### src/inc/bcp_map.svh
// offsets, field positions, reset values and codes for the commutation block
`ifndef BCP_MAP_SVH
`define BCP_MAP_SVH

// register byte offsets
`define BCP_OFS_CTRL    4'h0
`define BCP_OFS_STATUS  4'h4
`define BCP_OFS_CYCLES  4'h8

// control register
`define BCP_CTRL_RUN     0
`define BCP_CTRL_RST     1'h1

// status register field positions
`define BCP_ST_CODE_LO   0
`define BCP_ST_VALID     3
`define BCP_ST_UPPER     4
`define BCP_ST_LOWER     5
`define BCP_ST_UV        6
`define BCP_ST_ILIM      7
`define BCP_ST_DIR       8
`define BCP_ST_PHASE     9
`define BCP_ST_ENABLE    10
`define BCP_ST_TOP_LO    11
`define BCP_ST_BOT_LO    14

// sensor codes, written as {a,b,c}
`define BCP_CODE_100     3'h4
`define BCP_CODE_110     3'h6
`define BCP_CODE_111     3'h7
`define BCP_CODE_011     3'h3
`define BCP_CODE_001     3'h1
`define BCP_CODE_000     3'h0
`define BCP_CODE_010     3'h2
`define BCP_CODE_101     3'h5

// phase select vectors, bit 0 is phase a
`define BCP_PH_A         3'h1
`define BCP_PH_B         3'h2
`define BCP_PH_C         3'h4
`define BCP_PH_NONE      3'h0

`define BCP_TOP_OFF      3'h7
`define BCP_BOT_OFF      3'h0
`define BCP_LATCH_RST    1'h0
`define BCP_CYC_RST      16'h0000
`define BCP_SYNC_RST     1'h0

`endif

### src/inc/bcp_pkg.sv
// types shared by the commutation block
package bcp_pkg;

    typedef enum logic [0:0] {
        BCP_BUS_IDLE = 1'b0,
        BCP_BUS_ACK  = 1'b1
    } bcp_bus_e;

    typedef logic [2:0]  bcp_phase_t;
    typedef logic [15:0] bcp_count_t;

endpackage

### src/core/bcp_sync2.sv
// two-stage synchroniser for a group of level inputs
`timescale 1ns/10ps
`include "bcp_map.svh"

module bcp_sync2 #(
    parameter int W = 1
) (
    input  wire logic         SYS_CLK,
    input  wire logic         RESET_N,
    input  wire logic [W-1:0] D,
    output logic      [W-1:0] Q
);

    logic [W-1:0] meta_r;

    // meta_r feeds only the second stage
    always_ff @(posedge SYS_CLK or negedge RESET_N) begin
        if (!RESET_N) begin
            meta_r <= {W{`BCP_SYNC_RST}};
            Q      <= {W{`BCP_SYNC_RST}};
        end else begin
            meta_r <= D;
            Q      <= meta_r;
        end
    end

endmodule // bcp_sync2

### src/core/bcp_commutator.sv
// six-step commutation decoder, dual-latch pwm gate and avalon registers
`timescale 1ns/10ps
`include "bcp_map.svh"

module bcp_commutator
    import bcp_pkg::*;
(
    input  wire logic        SYS_CLK,
    input  wire logic        RESET_N,
    input  wire logic        HALL_IN_A,
    input  wire logic        HALL_IN_B,
    input  wire logic        HALL_IN_C,
    input  wire logic        DIRECTION_SELECT,
    input  wire logic        PHASING_SELECT,
    input  wire logic        OUTPUT_ENABLE,
    input  wire logic        OSC_CYCLE_START,
    input  wire logic        PWM_CMP,
    input  wire logic        CURRENT_SENSE,
    input  wire logic        UV_SUPPLY,
    input  wire logic        UV_REFERENCE,
    input  wire logic [3:0]  AVS_ADDRESS,
    input  wire logic        AVS_READ,
    input  wire logic        AVS_WRITE,
    input  wire logic [31:0] AVS_WRITEDATA,
    input  wire logic [3:0]  AVS_BYTEENABLE,
    output logic      [31:0] AVS_READDATA,
    output logic             AVS_WAITREQUEST,
    output logic             TOP_DRIVE_A_N,
    output logic             TOP_DRIVE_B_N,
    output logic             TOP_DRIVE_C_N,
    output logic             BOTTOM_DRIVE_A,
    output logic             BOTTOM_DRIVE_B,
    output logic             BOTTOM_DRIVE_C
);

    logic [5:0]  cfg_s;
    logic [4:0]  evt_s;
    logic [2:0]  code_s;
    logic        dir_s;
    logic        phase_s;
    logic        en_s;
    logic        start_s;
    logic        pwm_s;
    logic        ilim_s;
    logic        uv_s;
    logic        start_d_r;
    logic        start_edge;
    logic        upper_r;
    logic        upper_nxt;
    logic        lower_r;
    logic        lower_nxt;
    logic [2:0]  code60;
    logic        code_ok;
    bcp_phase_t  fwd_top;
    bcp_phase_t  fwd_bot;
    bcp_phase_t  top_sel;
    bcp_phase_t  bot_sel;
    logic        run_r;
    logic        gate;
    bcp_phase_t  top_n_r;
    bcp_phase_t  top_n_nxt;
    bcp_phase_t  bot_r;
    bcp_phase_t  bot_nxt;
    bcp_count_t  cyc_r;
    bcp_bus_e    bus_r;
    bcp_bus_e    bus_nxt;
    logic        req;
    logic        wr_take;
    logic        rd_load;
    logic        hit_ctrl;
    logic        hit_status;
    logic        hit_cycles;
    logic [31:0] status_word;
    logic [31:0] rd_word;
    logic [31:0] rdata_r;
    logic        wait_r;

    bcp_sync2 #(
        .W (6)
    ) u_sync_cfg (
        .SYS_CLK (SYS_CLK),
        .RESET_N (RESET_N),
        .D       ({HALL_IN_A, HALL_IN_B, HALL_IN_C,
                   DIRECTION_SELECT, PHASING_SELECT, OUTPUT_ENABLE}),
        .Q       (cfg_s)
    );

    bcp_sync2 #(
        .W (5)
    ) u_sync_evt (
        .SYS_CLK (SYS_CLK),
        .RESET_N (RESET_N),
        .D       ({OSC_CYCLE_START, PWM_CMP, CURRENT_SENSE,
                   UV_SUPPLY, UV_REFERENCE}),
        .Q       (evt_s)
    );

    assign code_s  = cfg_s[5:3];
    assign dir_s   = cfg_s[2];
    assign phase_s = cfg_s[1];
    assign en_s    = cfg_s[0];
    assign start_s = evt_s[4];
    assign pwm_s   = evt_s[3];
    assign ilim_s  = evt_s[2];
    assign uv_s    = evt_s[1] | evt_s[0];

    // edge of the ramp discharge, taken from the second stage only
    assign start_edge = start_s & ~start_d_r;

    // overcurrent clears lower latch
    // a comparator already high at cycle start wins, so no runt pulse
    assign upper_nxt = pwm_s  ? 1'b0 : (start_edge ? 1'b1 : upper_r);
    assign lower_nxt = ilim_s ? 1'b0 : (start_edge ? 1'b1 : lower_r);

    // 120 degree codes folded onto the 60 degree table
    // the two tables differ only at two positions, so one decoder serves both
    assign code60 = phase_s ? code_s :
                    (code_s == `BCP_CODE_010) ? `BCP_CODE_111 :
                    (code_s == `BCP_CODE_101) ? `BCP_CODE_000 :
                    (code_s == `BCP_CODE_111) ? `BCP_CODE_010 :
                    (code_s == `BCP_CODE_000) ? `BCP_CODE_101 : code_s;

    assign code_ok = (code60 != `BCP_CODE_101) && (code60 != `BCP_CODE_010);

    assign fwd_top = (code60 == `BCP_CODE_100 || code60 == `BCP_CODE_000) ? `BCP_PH_A :
                     (code60 == `BCP_CODE_110 || code60 == `BCP_CODE_111) ? `BCP_PH_B :
                     (code60 == `BCP_CODE_011 || code60 == `BCP_CODE_001) ? `BCP_PH_C :
                     `BCP_PH_NONE;

    assign fwd_bot = (code60 == `BCP_CODE_100 || code60 == `BCP_CODE_110) ? `BCP_PH_C :
                     (code60 == `BCP_CODE_111 || code60 == `BCP_CODE_011) ? `BCP_PH_A :
                     (code60 == `BCP_CODE_001 || code60 == `BCP_CODE_000) ? `BCP_PH_B :
                     `BCP_PH_NONE;

    assign top_sel = dir_s ? fwd_top : fwd_bot;
    assign bot_sel = dir_s ? fwd_bot : fwd_top;

    assign gate = en_s & run_r & code_ok & ~ilim_s & ~uv_s;

    assign top_n_nxt = gate ? ~top_sel : `BCP_TOP_OFF;

    // both latches must be set, and only a cycle start sets them
    assign bot_nxt = (gate & upper_r & lower_r) ? bot_sel : `BCP_BOT_OFF;

    always_ff @(posedge SYS_CLK or negedge RESET_N) begin
        if (!RESET_N) begin
            start_d_r <= `BCP_SYNC_RST;
            upper_r   <= `BCP_LATCH_RST;
            lower_r   <= `BCP_LATCH_RST;
            top_n_r   <= `BCP_TOP_OFF;
            bot_r     <= `BCP_BOT_OFF;
        end else begin
            start_d_r <= start_s;
            upper_r   <= upper_nxt;
            lower_r   <= lower_nxt;
            top_n_r   <= top_n_nxt;
            bot_r     <= bot_nxt;
        end
    end

    // cycle counter wraps; software takes differences
    always_ff @(posedge SYS_CLK or negedge RESET_N) begin
        if (!RESET_N) begin
            cyc_r <= `BCP_CYC_RST;
        end else if (start_edge) begin
            cyc_r <= cyc_r + 16'h0001;
        end
    end

    assign TOP_DRIVE_A_N  = top_n_r[0];
    assign TOP_DRIVE_B_N  = top_n_r[1];
    assign TOP_DRIVE_C_N  = top_n_r[2];
    assign BOTTOM_DRIVE_A = bot_r[0];
    assign BOTTOM_DRIVE_B = bot_r[1];
    assign BOTTOM_DRIVE_C = bot_r[2];

    // avalon slave: one wait cycle, answer on the second edge
    assign req        = AVS_READ | AVS_WRITE;
    assign bus_nxt    = (bus_r == BCP_BUS_IDLE && req) ? BCP_BUS_ACK : BCP_BUS_IDLE;
    assign wr_take    = AVS_WRITE & (bus_r == BCP_BUS_ACK);
    assign rd_load    = AVS_READ & (bus_r == BCP_BUS_IDLE);
    assign hit_ctrl   = AVS_ADDRESS == `BCP_OFS_CTRL;
    assign hit_status = AVS_ADDRESS == `BCP_OFS_STATUS;
    assign hit_cycles = AVS_ADDRESS == `BCP_OFS_CYCLES;

    assign status_word = {15'h0000,
                          bot_r,
                          ~top_n_r,
                          en_s,
                          phase_s,
                          dir_s,
                          ilim_s,
                          uv_s,
                          lower_r,
                          upper_r,
                          code_ok,
                          code_s};

    // unmapped offsets read zero and ignore writes
    assign rd_word = hit_ctrl   ? {31'h00000000, run_r} :
                     hit_status ? status_word :
                     hit_cycles ? {16'h0000, cyc_r} : 32'h00000000;

    always_ff @(posedge SYS_CLK or negedge RESET_N) begin
        if (!RESET_N) begin
            bus_r   <= BCP_BUS_IDLE;
            wait_r  <= 1'b1;
            rdata_r <= 32'h00000000;
            run_r   <= `BCP_CTRL_RST;
        end else begin
            bus_r  <= bus_nxt;
            wait_r <= (bus_nxt != BCP_BUS_ACK);
            if (rd_load) begin
                rdata_r <= rd_word;
            end
            if (wr_take && hit_ctrl && AVS_BYTEENABLE[0]) begin
                run_r <= AVS_WRITEDATA[`BCP_CTRL_RUN];
            end
        end
    end

    assign AVS_READDATA    = rdata_r;
    assign AVS_WAITREQUEST = wait_r;
endmodule // bcp_commutator

### config.mk
export PLATFORM = sky130hd
export DESIGN_NAME = bcp_commutator
export DESIGN_NICKNAME = d
export VERILOG_FILES = /design/src/inc/bcp_pkg.sv /design/src/core/bcp_sync2.sv /design/src/core/bcp_commutator.sv
export VERILOG_INCLUDE_DIRS = /design/src /design/src/inc
export SDC_FILE = /design/constraint.sdc
export NUM_CORES = 1
export LEC_CHECK = 0
export BUFFER_PORTS_ARGS = -buffer_cell sky130_fd_sc_hd__clkbuf_2
export CAP_MARGIN = 10
export CORE_UTILIZATION = 54
export DETAILED_ROUTE_END_ITERATION = 10
export GPL_ROUTABILITY_DRIVEN = 0
export GPL_TIMING_DRIVEN = 0
export PLACE_DENSITY = 0.93
export SYNTH_ARGS = -nofsm -noshare
export SYNTH_HDL_FRONTEND = slang
export SYNTH_HIERARCHICAL = 1
export SYNTH_SLANG_ARGS = --single-unit
export TNS_END_PERCENT = 1
### constraint.sdc
create_clock -name SYS_CLK -period 3.84 [get_ports SYS_CLK]
set_input_delay 0.96 -clock SYS_CLK [delete_from_list [all_inputs] [get_ports SYS_CLK]]
set_output_delay 0.96 -clock SYS_CLK [all_outputs]
set_load 0.02 [all_outputs]
==> results.py, run 1 <==
metrics = {
    "detailed_routing": {
        "drc": 0,
        "first_pass_iters": 4,
        "viasPerCell": 5.13,
        "drtIter0Drc": 128,
        "ant_nets": 0,
        "via_count": 1933,
        "drt-total-wl_um": 5270,
        "wl_per_cell_um": 14.0,
    },
    "clock_network": {
        "hold_buffers": 0,
        "htreeDepth": 3,
        "numCtsBuffers": 9,
        "cts_tree": "built",
        "post_cts_buffers": 0,
        "cts_num_sinks": 67,
        "cts_buffer_depth": 2,
        "cts-root-buf": "clkbuf_8",
        "ctsResizeCount": 0,
        "clk_latency_ps": 340,
        "path_clk_slew_ps": 70,
    },
    "critical_path": {
        "crit_path_max_fanout": 2,
        "cp-endpoint": "TOP_DRIVE_B_N",
        "rr_endpoint": "bot_r[0]",
        "worstPathCellList": "clkbuf_2",
        "rr_worst_depth": 4,
        "crit_family": "flip-flops",
        "r2r_slack_ps": 2190,
        "r2r-start": "run_r",
        "cp.depth": 1,
        "cp_data_arrival_time_ps": 1040,
        "worstPathRequired_ps": 2880,
        "worst_setup_path_end_kind": "primary output",
        "worst-path-buf-inv": 1,
        "worst_path_max_delay_cell": "dfstp_2",
        "startpoint_type": "flop",
        "crit_type": "flop to primary output",
        "worstSetupStartpoint": "top_n_r[1]",
        "slowest_delay_ps": 540,
    },
    "floorplan": {
        "die_area_um2": 5490,
        "core_um2": 4850,
        "die_w_um": 74.1,
        "rows": 25,
        "initial_core_util_pct": 57.9,
        "die_y_um": 74.1,
        "pin_count": 94,
    },
    "grt": {
        "first_global_vias": 1917,
        "grt.overflow.total": 0,
        "grt_max_degree": 68,
        "antenna_found_initial": 0,
        "grt_pass1_wl_um": 8500,
        "grtUsageTotal_pct": 22.0,
    },
    "synth": {
        "synth_edf_count": 0,
        "postSynthAreaPerCell_um2": 11.9,
        "synth_area_leaders": "dfrtp_1, dfstp_2, buf_4, xnor2_1, a22oi_1",
        "syn_inst": 236,
        "yosys-top-cells-count": "dfrtp_1, nand2_1, buf_4",
        "synth.distinct_cells": 45,
        "synth_seq_area_share_pct": 59.9,
        "yosysMostFrequentCell": "dfrtp_1",
        "yosysWarnings": 6,
        "synth_area_um2": 2810,
        "async_flop_share_pct": 100,
        "synth_top_area_share_pct": 55.2,
        "synth-main-ff-cell": "dfrtp_1",
        "synth-seq-cells": 67,
        "synth_area_leader_cell": "dfrtp_1",
    },
    "sta": {
        "slew_headroom_pct": 42.3,
        "clock_skew_ps": 9.74,
        "final.period_utilization_pct": 52.2,
        "rsz0062_at_grt": "false",
        "tns_ps": 0,
        "max_freq_ghz": 0.499,
        "finalHoldViolCount": 0,
        "tightestPinTransition_ps": 866,
        "setup-violations-final": 0,
        "period_minus_slack_ps": 2000,
        "setup_ws_ps": 1840,
        "final_max_slew_viol_count": 0,
    },
    "job": {
        "maxCapViolCount": 0,
    },
    "finish": {
        "nets": 361,
        "areaGrowthSynthToFinish_pct": 19.7,
        "drive_gt1_share_pct": 32.9,
        "antenna_cells": 0,
        "design_area_um2": 3360,
    },
    "power": {
        "ir_drop_uv": 311,
        "power.density_nw_per_um2": 465,
        "p_leak_nw": 1.64,
    },
    "hold_path": {
        "hp-class": "flop to flop",
    },
    "place": {
        "pre_cts_ws_ps": 1620,
        "dp_hpwl_um": 3790,
        "dpl_cell_area_um2": 3170,
        "portBuffers": 44,
    },
    "status": {
        "status": "finished clean",
    },
}
==> routing by layer <==
layer  vias to the layer above  global-route usage, %  part of all wire (%)
li1                        920                      -                     -
met5                         -                      0                     0
met2                        84                   35.8                    49
met4                         0                   13.0                   3.3
met3                        16                   7.59                   8.0
met1                       913                   25.2                    39
==> registers in the layout, summed over array words and instances (netlist names) <==
register and cells:
cyc_r 16, lower_r 1, u_sync_cfg/meta_r 6, AVS_WAITREQUEST 1, u_sync_evt/Q 5, u_sync_evt/meta_r 5
start_d_r 1, run_r 1, u_sync_cfg/Q 6, top_n_r 3, bot_r 3, AVS_READDATA 17
upper_r 1, bus_r 1
==> per-stage QoR <==
step | hold slack [ps] | util, % | instances | total power [mW]
finish | 346 | 69.3 | 377 | 1.56
global placement | 333 | 65.3 | 361 | 0.992
global route | 354 | 69.3 | 377 | 1.64
floorplan | 331 | - | 250 | 0.935
detailed placement | 335 | 65.3 | 361 | 1.01
CTS | 348 | 69.3 | 377 | 1.58
==> layout make-up <==
type / instances / area, um2
well taps: 67 / 83.8
multi-input cells: 155 / 998
repair buffers: 44 / 223
fillers: 366 / 1490
clock inverters: 5 / 52.6
plain buffers: 21 / 154
clock buffers: 11 / 141
inverters: 7 / 26.3
flip-flops and latches: 67 / 1680
==> worst min path at each step <==
stage / cells after the start / slack (ps) / to / start
3_5_place_dp: 0 / 330 / u_sync_cfg/Q[1] / u_sync_cfg/meta_r[1]
2_1_floorplan: 0 / 330 / u_sync_cfg/Q[0] / u_sync_cfg/meta_r[0]
6_report: 0 / 350 / u_sync_cfg/Q[0] / u_sync_cfg/meta_r[0]
3_3_place_gp: 0 / 330 / u_sync_cfg/Q[4] / u_sync_cfg/meta_r[4]
5_1_grt: 0 / 350 / u_sync_evt/Q[1] / u_sync_evt/meta_r[1]
4_1_cts: 0 / 350 / u_sync_evt/Q[1] / u_sync_evt/meta_r[1]
==> cells by family after synthesis <==
| group | after synthesis | share of synthesized area, % |
|---|---|---|
| multiplexers | 8 | 2.94 |
| other | 1 | 0.134 |
| flip-flops | 67 | 59.9 |
| AND/OR/NAND/NOR | 77 | 15.5 |
| AO/OA/AOI/OAI | 38 | 9.71 |
| adder cells (fa/ha/maj) | 1 | 0.445 |
| XOR/XNOR | 16 | 4.99 |
| buffers and inverters | 28 | 6.41 |
==> where the power goes <==
| group | internal [mW] | switching [mW] | total [mW] | leakage (nW) |
|---|---|---|---|---|
| Clock | 0.314 | 0.252 | 0.566 | 0.0991 |
| Sequential | 0.761 | 0.0608 | 0.822 | 0.850 |
| Combinational | 0.0756 | 0.100 | 0.176 | 0.687 |
| Total | 1.15 | 0.413 | 1.56 | 1.64 |
==> cells in the final DEF (no fill, tap or decap), types with 5 or more instances in the layout <==
master and count:
clkbuf_2 43, nand2_1 26, inv_1 7, o21ai_1 8
nand4_1 7, clkbuf_8 10, buf_4 16, nor2_1 10
xnor2_1 13, nand3_1 7, a22oi_1 13, conb_1 15
o21ai_2 10, dfstp_2 5, mux2i_1 6, dfrtp_1 62
(Power assumes the default switching activity.)
==> inputs of run 2 (changes only) <==
--- a/config.mk
+++ b/config.mk
@@ -8,11 +8,11 @@
 export LEC_CHECK = 0
 export BUFFER_PORTS_ARGS = -buffer_cell sky130_fd_sc_hd__clkbuf_2
 export CAP_MARGIN = 10
-export CORE_UTILIZATION = 54
+export CORE_UTILIZATION = 50
 export DETAILED_ROUTE_END_ITERATION = 10
 export GPL_ROUTABILITY_DRIVEN = 0
 export GPL_TIMING_DRIVEN = 0
-export PLACE_DENSITY = 0.93
+export PLACE_DENSITY = 0.87
 export SYNTH_ARGS = -nofsm -noshare
 export SYNTH_HDL_FRONTEND = slang
 export SYNTH_HIERARCHICAL = 1
==> constraint.sdc (replaced) <==
create_clock -name SYS_CLK -period 1.9 [get_ports SYS_CLK]
set_input_delay 0.475 -clock SYS_CLK [delete_from_list [all_inputs] [get_ports SYS_CLK]]
set_output_delay 0.475 -clock SYS_CLK [all_outputs]
set_load 0.02 [all_outputs]
==> run 2 against run 1 <==
Effect of this change:
- first-iteration DRC count grew 27%
- global-route usage shrank 2.7 points
- critical path type is now flop to flop
- clock power grew 94%
- non-clock buffer count is the same
- clock skew shrank 3.9 ps
- worst hold slack lost 100 ps
- power grew 99%
- combinational power grew 96%
- highest routed layer unchanged
- die area grew 7.8%
- flip-flop and latch count is the same
- design area is essentially flat
==> results.py, run 2 (synthesized netlist as in run 1, its figures left out) <==
metrics = {
    "floorplan": {
        "die_area_um2": 5920,
        "die_y_um": 77.0,
        "core_um2": 5270,
        "die_w_um": 77.0,
        "rows": 26,
        "initial_core_util_pct": 53.3,
        "pin_count": 94,
    },
    "clock_network": {
        "htreeDepth": 3,
        "path_clk_slew_ps": 70,
        "hold_buffers": 0,
        "numCtsBuffers": 9,
        "post_cts_buffers": 0,
        "cts-root-buf": "clkbuf_8",
        "cts_tree": "built",
        "ctsResizeCount": 0,
        "clk_latency_ps": 330,
        "cts_buffer_depth": 2,
        "cts_num_sinks": 67,
    },
    "sta": {
        "slew_headroom_pct": 42.2,
        "final.period_utilization_pct": 87.5,
        "finalHoldViolCount": 0,
        "tns_ps": 0,
        "setup-violations-final": 0,
        "period_minus_slack_ps": 1660,
        "setup_ws_ps": 238,
        "final_max_slew_viol_count": 0,
        "tightestPinTransition_ps": 867,
        "max_freq_ghz": 0.602,
        "clock_skew_ps": 5.81,
        "rsz0062_at_grt": "false",
    },
    "critical_path": {
        "worst-path-buf-inv": 0,
        "startpoint_type": "flop",
        "cp_data_arrival_time_ps": 1920,
        "crit_type": "flop to flop",
        "crit_family": "simple AND/OR/NAND/NOR gates",
        "worstPathRequired_ps": 2160,
        "rr_endpoint": "bot_r[1]",
        "worst_setup_path_end_kind": "flop",
        "slowest_delay_ps": 610,
        "worstPathCellList": "nand2_1 -> nor4_1 -> nand4_1 -> nor2_1",
        "r2r-start": "run_r",
        "worst_path_max_delay_cell": "nor4_1",
        "r2r_slack_ps": 240,
        "rr_worst_depth": 4,
        "crit_path_max_fanout": 5,
    },
    "grt": {
        "antenna_found_initial": 0,
        "grt_pass1_wl_um": 8540,
        "grt.overflow.total": 0,
        "first_global_vias": 1789,
        "grtUsageTotal_pct": 19.3,
        "grt_max_degree": 68,
    },
    "detailed_routing": {
        "drt-total-wl_um": 5070,
        "drc": 0,
        "drtIter0Drc": 163,
        "via_count": 1933,
        "first_pass_iters": 4,
        "ant_nets": 0,
        "wl_per_cell_um": 13.3,
        "viasPerCell": 5.09,
    },
    "hold_path": {
        "hp-class": "primary input to flop",
        "min_to": "u_sync_evt/meta_r[4]",
        "hp-start": "OSC_CYCLE_START",
        "whs_path_depth": 1,
    },
    "finish": {
        "nets": 361,
        "utilization_pct": 63.8,
        "areaGrowthSynthToFinish_pct": 19.7,
        "final_cell_mix": "dfrtp_1, clkbuf_2, nand2_1",
        "largest_reg_flops": 17,
        "layout_commonest_cell": "dfrtp_1",
        "multi_input_area_um2": 998,
        "seq_area_um2": 1680,
        "antenna_cells": 0,
        "final.fill_count": 444,
        "drive_gt1_share_pct": 32.6,
    },
    "place": {
        "pre_cts_ws_ps": 163,
        "portBuffers": 44,
        "dp_hpwl_um": 3720,
    },
    "job": {
        "maxCapViolCount": 0,
    },
    "power": {
        "finalPower_mw": 3.11,
        "p_leak_nw": 1.64,
        "power.density_nw_per_um2": 924,
        "ir_drop_uv": 825,
    },
    "status": {
        "status": "finished clean",
    },
}
-- run 2: changes by cell type in the layout (fill, tap and decap cells not counted), sizes merged --
cell,previous run,this run
clkinv,3,1
clkbuf,56,60
bufinv,1,0
clkinvlp,1,0
-- run 2: cell type report --
cell class / instances / area share (%)
Clock buffer: 15 / 5.54
Inverter: 7 / 0.781
Sequential cell: 67 / 50.0
Timing Repair Buffer: 44 / 6.62
Buffer: 21 / 4.58
Multi-Input combinational cell: 155 / 29.7
Clock inverter: 1 / 0.149
Tap cell: 70 / 2.60
-- run 2: metrics by stage --
step	std cells	hold slack [ps]	cell area (um2)
detailed placement	364	335	3170
global route	380	234	3360
finish	380	245	3360
floorplan	250	179	2860
CTS	380	234	3360
global placement	364	332	3170
-- run 2: worst max-delay path by stage --
stage,depth (start not counted),from,slack [ps],to
detailed placement,4,AVS_ADDRESS[1],160,run_r
global route,4,run_r,140,bot_r[1]
global placement,1,RESET_N,40,cyc_r[6]
finish,4,run_r,240,bot_r[1]
floorplan,3,AVS_ADDRESS[1],360,run_r
CTS,4,run_r,260,bot_r[1]
-- run 2: per-layer routing --
metal | GRT usage [%] | routed length [um]
met1 | 24.5 | 2260
met5 | 0 | 0
met3 | 3.93 | 279
met4 | 11.3 | 149
met2 | 30.5 | 2380
-- run 2: where the power goes --
group          total (mW)  internal, mW  switching [mW]  leakage (nW)
logic               0.345         0.150           0.194         0.687
registers            1.66          1.54           0.123         0.850
clock network        1.10         0.616           0.486        0.0997
==> inputs of run 3 (changes only) <==
--- a/config.mk
+++ b/config.mk
@@ -6,9 +6,12 @@
 export SDC_FILE = /design/constraint.sdc
 export NUM_CORES = 1
 export LEC_CHECK = 0
+export ABC_AREA = 1
 export BUFFER_PORTS_ARGS = -buffer_cell sky130_fd_sc_hd__clkbuf_2
 export CAP_MARGIN = 10
-export CORE_UTILIZATION = 50
+export CELL_PAD_IN_SITES_DETAIL_PLACEMENT = 0
+export CELL_PAD_IN_SITES_GLOBAL_PLACEMENT = 1
+export CORE_UTILIZATION = 37
 export DETAILED_ROUTE_END_ITERATION = 10
 export GPL_ROUTABILITY_DRIVEN = 0
 export GPL_TIMING_DRIVEN = 0
==> run 3 against run 2 <==
Effect of this change:
- setup slack better by 140 ps
- wire length is 18% higher
- worst hold slack worse by 13 ps
- design area is 4.2% higher
- synthesized cell count is 33% higher
- sequential power hardly changed
- area after synthesis is 4.4% higher
- count of clock-buffer cells in the layout is 5 lower
- fmax is 9.0% higher
- utilization is 18 points lower
- clock skew is 3.8 ps higher
- sequential share of layout area is 2.0 points lower
- critical endpoint is now TOP_DRIVE_A_N
==> results.py, run 3 <==
metrics = {
    "power": {
        "finalPower_mw": 3.06,
        "ir_drop_uv": 524,
        "intPower_mw": 2.16,
        "pwr-share-clk_pct": 33.3,
        "power.density_nw_per_um2": 872,
        "switching_power_mw": 0.898,
        "p_leak_nw": 1.82,
        "swShare_pct": 29.3,
        "p_comb_share_pct": 13.2,
        "p_seq_share_pct": 53.5,
    },
    "synth": {
        "yosysMostFrequentCell": "nand2_1",
        "synth_edf_count": 0,
        "synth_top_area_share_pct": 52.9,
        "synth_area_leaders": "dfrtp_1, nand2_1, dfstp_2, buf_4, inv_1",
        "synth.distinct_cells": 32,
        "synth_area_leader_cell": "dfrtp_1",
        "synth_seq_area_share_pct": 57.4,
        "synth-seq-cells": 67,
        "yosysWarnings": 6,
        "syn_inst": 313,
        "synth-main-ff-cell": "dfrtp_1",
        "synth_area_um2": 2930,
        "async_flop_share_pct": 100,
        "yosys-top-cells-count": "nand2_1, dfrtp_1, inv_1",
        "postSynthAreaPerCell_um2": 9.37,
    },
    "sta": {
        "clock_skew_ps": 9.59,
        "setup-violations-final": 0,
        "rsz0062_at_grt": "false",
        "tns_ps": 0,
        "final_max_slew_viol_count": 0,
        "final.period_utilization_pct": 80.2,
        "tightestPinTransition_ps": 886,
        "finalHoldViolCount": 0,
        "period_minus_slack_ps": 1520,
        "max_freq_ghz": 0.656,
        "slew_headroom_pct": 40.9,
    },
    "place": {
        "place_inst": 473,
        "dpl_cell_area_um2": 3330,
        "dp_hpwl_um": 4370,
        "portBuffers": 44,
    },
    "detailed_routing": {
        "drc": 0,
        "first_pass_iters": 4,
        "ant_nets": 0,
        "viasPerCell": 4.45,
        "drt-total-wl_um": 5960,
        "wl_per_cell_um": 12.2,
        "drtIter0Drc": 100,
        "via_count": 2175,
    },
    "clock_network": {
        "cts-root-buf": "clkbuf_8",
        "cts_buffer_depth": 2,
        "htreeDepth": 3,
        "clk_latency_ps": 340,
        "ctsResizeCount": 0,
        "hold_buffers": 0,
        "post_cts_buffers": 0,
        "path_clk_slew_ps": 70,
        "cts_tree": "built",
        "numCtsBuffers": 9,
        "cts_num_sinks": 67,
    },
    "hold_path": {
        "hp-class": "primary input to flop",
    },
    "status": {
        "status": "finished clean",
    },
    "critical_path": {
        "crit_type": "flop to primary output",
        "worstPathCellList": "clkbuf_2",
        "crit_family": "flip-flops",
        "worst-path-buf-inv": 1,
        "cp_data_arrival_time_ps": 1050,
        "worstPathRequired_ps": 1420,
        "slowest_delay_ps": 550,
        "startpoint_type": "flop",
        "worst_path_max_delay_cell": "dfstp_2",
        "worst_setup_path_end_kind": "primary output",
        "crit_path_max_fanout": 2,
    },
    "floorplan": {
        "die_y_um": 91.0,
        "die_w_um": 91.0,
        "pin_count": 94,
        "die_area_um2": 8280,
        "core_um2": 7690,
        "initial_core_util_pct": 38.1,
        "rows": 32,
    },
    "grt": {
        "first_global_vias": 2228,
        "grt_max_degree": 68,
        "grt.overflow.total": 0,
        "grtUsageTotal_pct": 15.9,
        "grt_pass1_wl_um": 10200,
        "antenna_found_initial": 0,
    },
    "finish": {
        "nets": 438,
        "antenna_cells": 0,
        "drive_gt1_share_pct": 27.1,
        "largest_reg_flops": 17,
        "design_area_um2": 3510,
        "utilization_pct": 45.6,
        "layout.cells.non_filler": 489,
        "areaGrowthSynthToFinish_pct": 19.6,
        "layout_commonest_cell": "nand2_1",
        "final_cell_mix": "nand2_1, dfrtp_1, clkbuf_2",
    },
    "job": {
        "maxCapViolCount": 0,
    },
}
==> run 3: cell count changes after synthesis, sizes merged, moves of 3 or more <==
cell,delta
nor2b,-3
and3,-3
nand4,-5
nand3,+15
nor2,+19
o22ai,+3
nand2b,-5
mux2i,-6
xnor2,-12
a22oi,-13
nand2,+66
o211ai,+4
inv,+25
xor2,+8
==> run 3: through the flow <==
stage	setup slack [ps]	hold WS, ps
after detailed placement	346	336
after floorplan	663	179
after global placement	-66.5	332
after CTS	353	213
final	375	233
after global routing	331	213
==> run 3: worst paths after layout <==
check                           slack (ps)                    to                  from  cells after the start
worst max-delay path                   380         TOP_DRIVE_A_N            top_n_r[0]                      1
worst min-delay path                   230  u_sync_evt/meta_r[3]               PWM_CMP                      1
worst max register to register         460              cyc_r[8]              cyc_r[0]                      7
worst min register to register         350       u_sync_evt/Q[3]  u_sync_evt/meta_r[3]                      0
max in group asynchronous             1050  u_sync_cfg/meta_r[5]               RESET_N                      1
min in group asynchronous              280       AVS_READDATA[6]               RESET_N                      1
==> run 3: layout make-up <==
type	count	area (um2)
Buffer	20	149
Clock buffer	10	128
Clock inverter	6	43.8
Fill cell	757	4180
Inverter	32	120
Multi-Input combinational cell	208	1030
Sequential cell	67	1680
Tap cell	102	128
Timing Repair Buffer	44	223
==> run 3: power groups by stage <==
stage | Sequential [mW] | Clock (mW) | Combinational, mW
floorplan | 1.67 | 0 | 0.252
global placement | 1.66 | 0 | 0.394
detailed placement | 1.66 | 0 | 0.406
CTS | 1.64 | 1.05 | 0.407
global route | 1.65 | 1.09 | 0.458
finish | 1.64 | 1.02 | 0.403
==> run 3: logic make-up (layout without fill, tap and decap cells) <==
group,Yosys count,count (layout),share of synthesized area (%)
AND/OR/NAND/NOR,149,149,23.2
flip-flops,67,67,57.4
buffers and inverters,52,112,9.18
AO/OA/AOI/OAI,31,31,6.10
XOR/XNOR,12,12,3.59
adder cells (fa/ha/maj),1,1,0.427
other,1,15,0.128
==> run 3: layer usage <==
| metal | GRT usage [%] | vias to the layer above | wire length [um] |
|---|---|---|---|
| met5 | 0 | - | 0 |
| met4 | 7.01 | 0 | 145 |
| met3 | 4.36 | 14 | 307 |
| met2 | 26.1 | 62 | 2830 |
| met1 | 19.4 | 1010 | 2680 |
| li1 | - | 1089 | - |
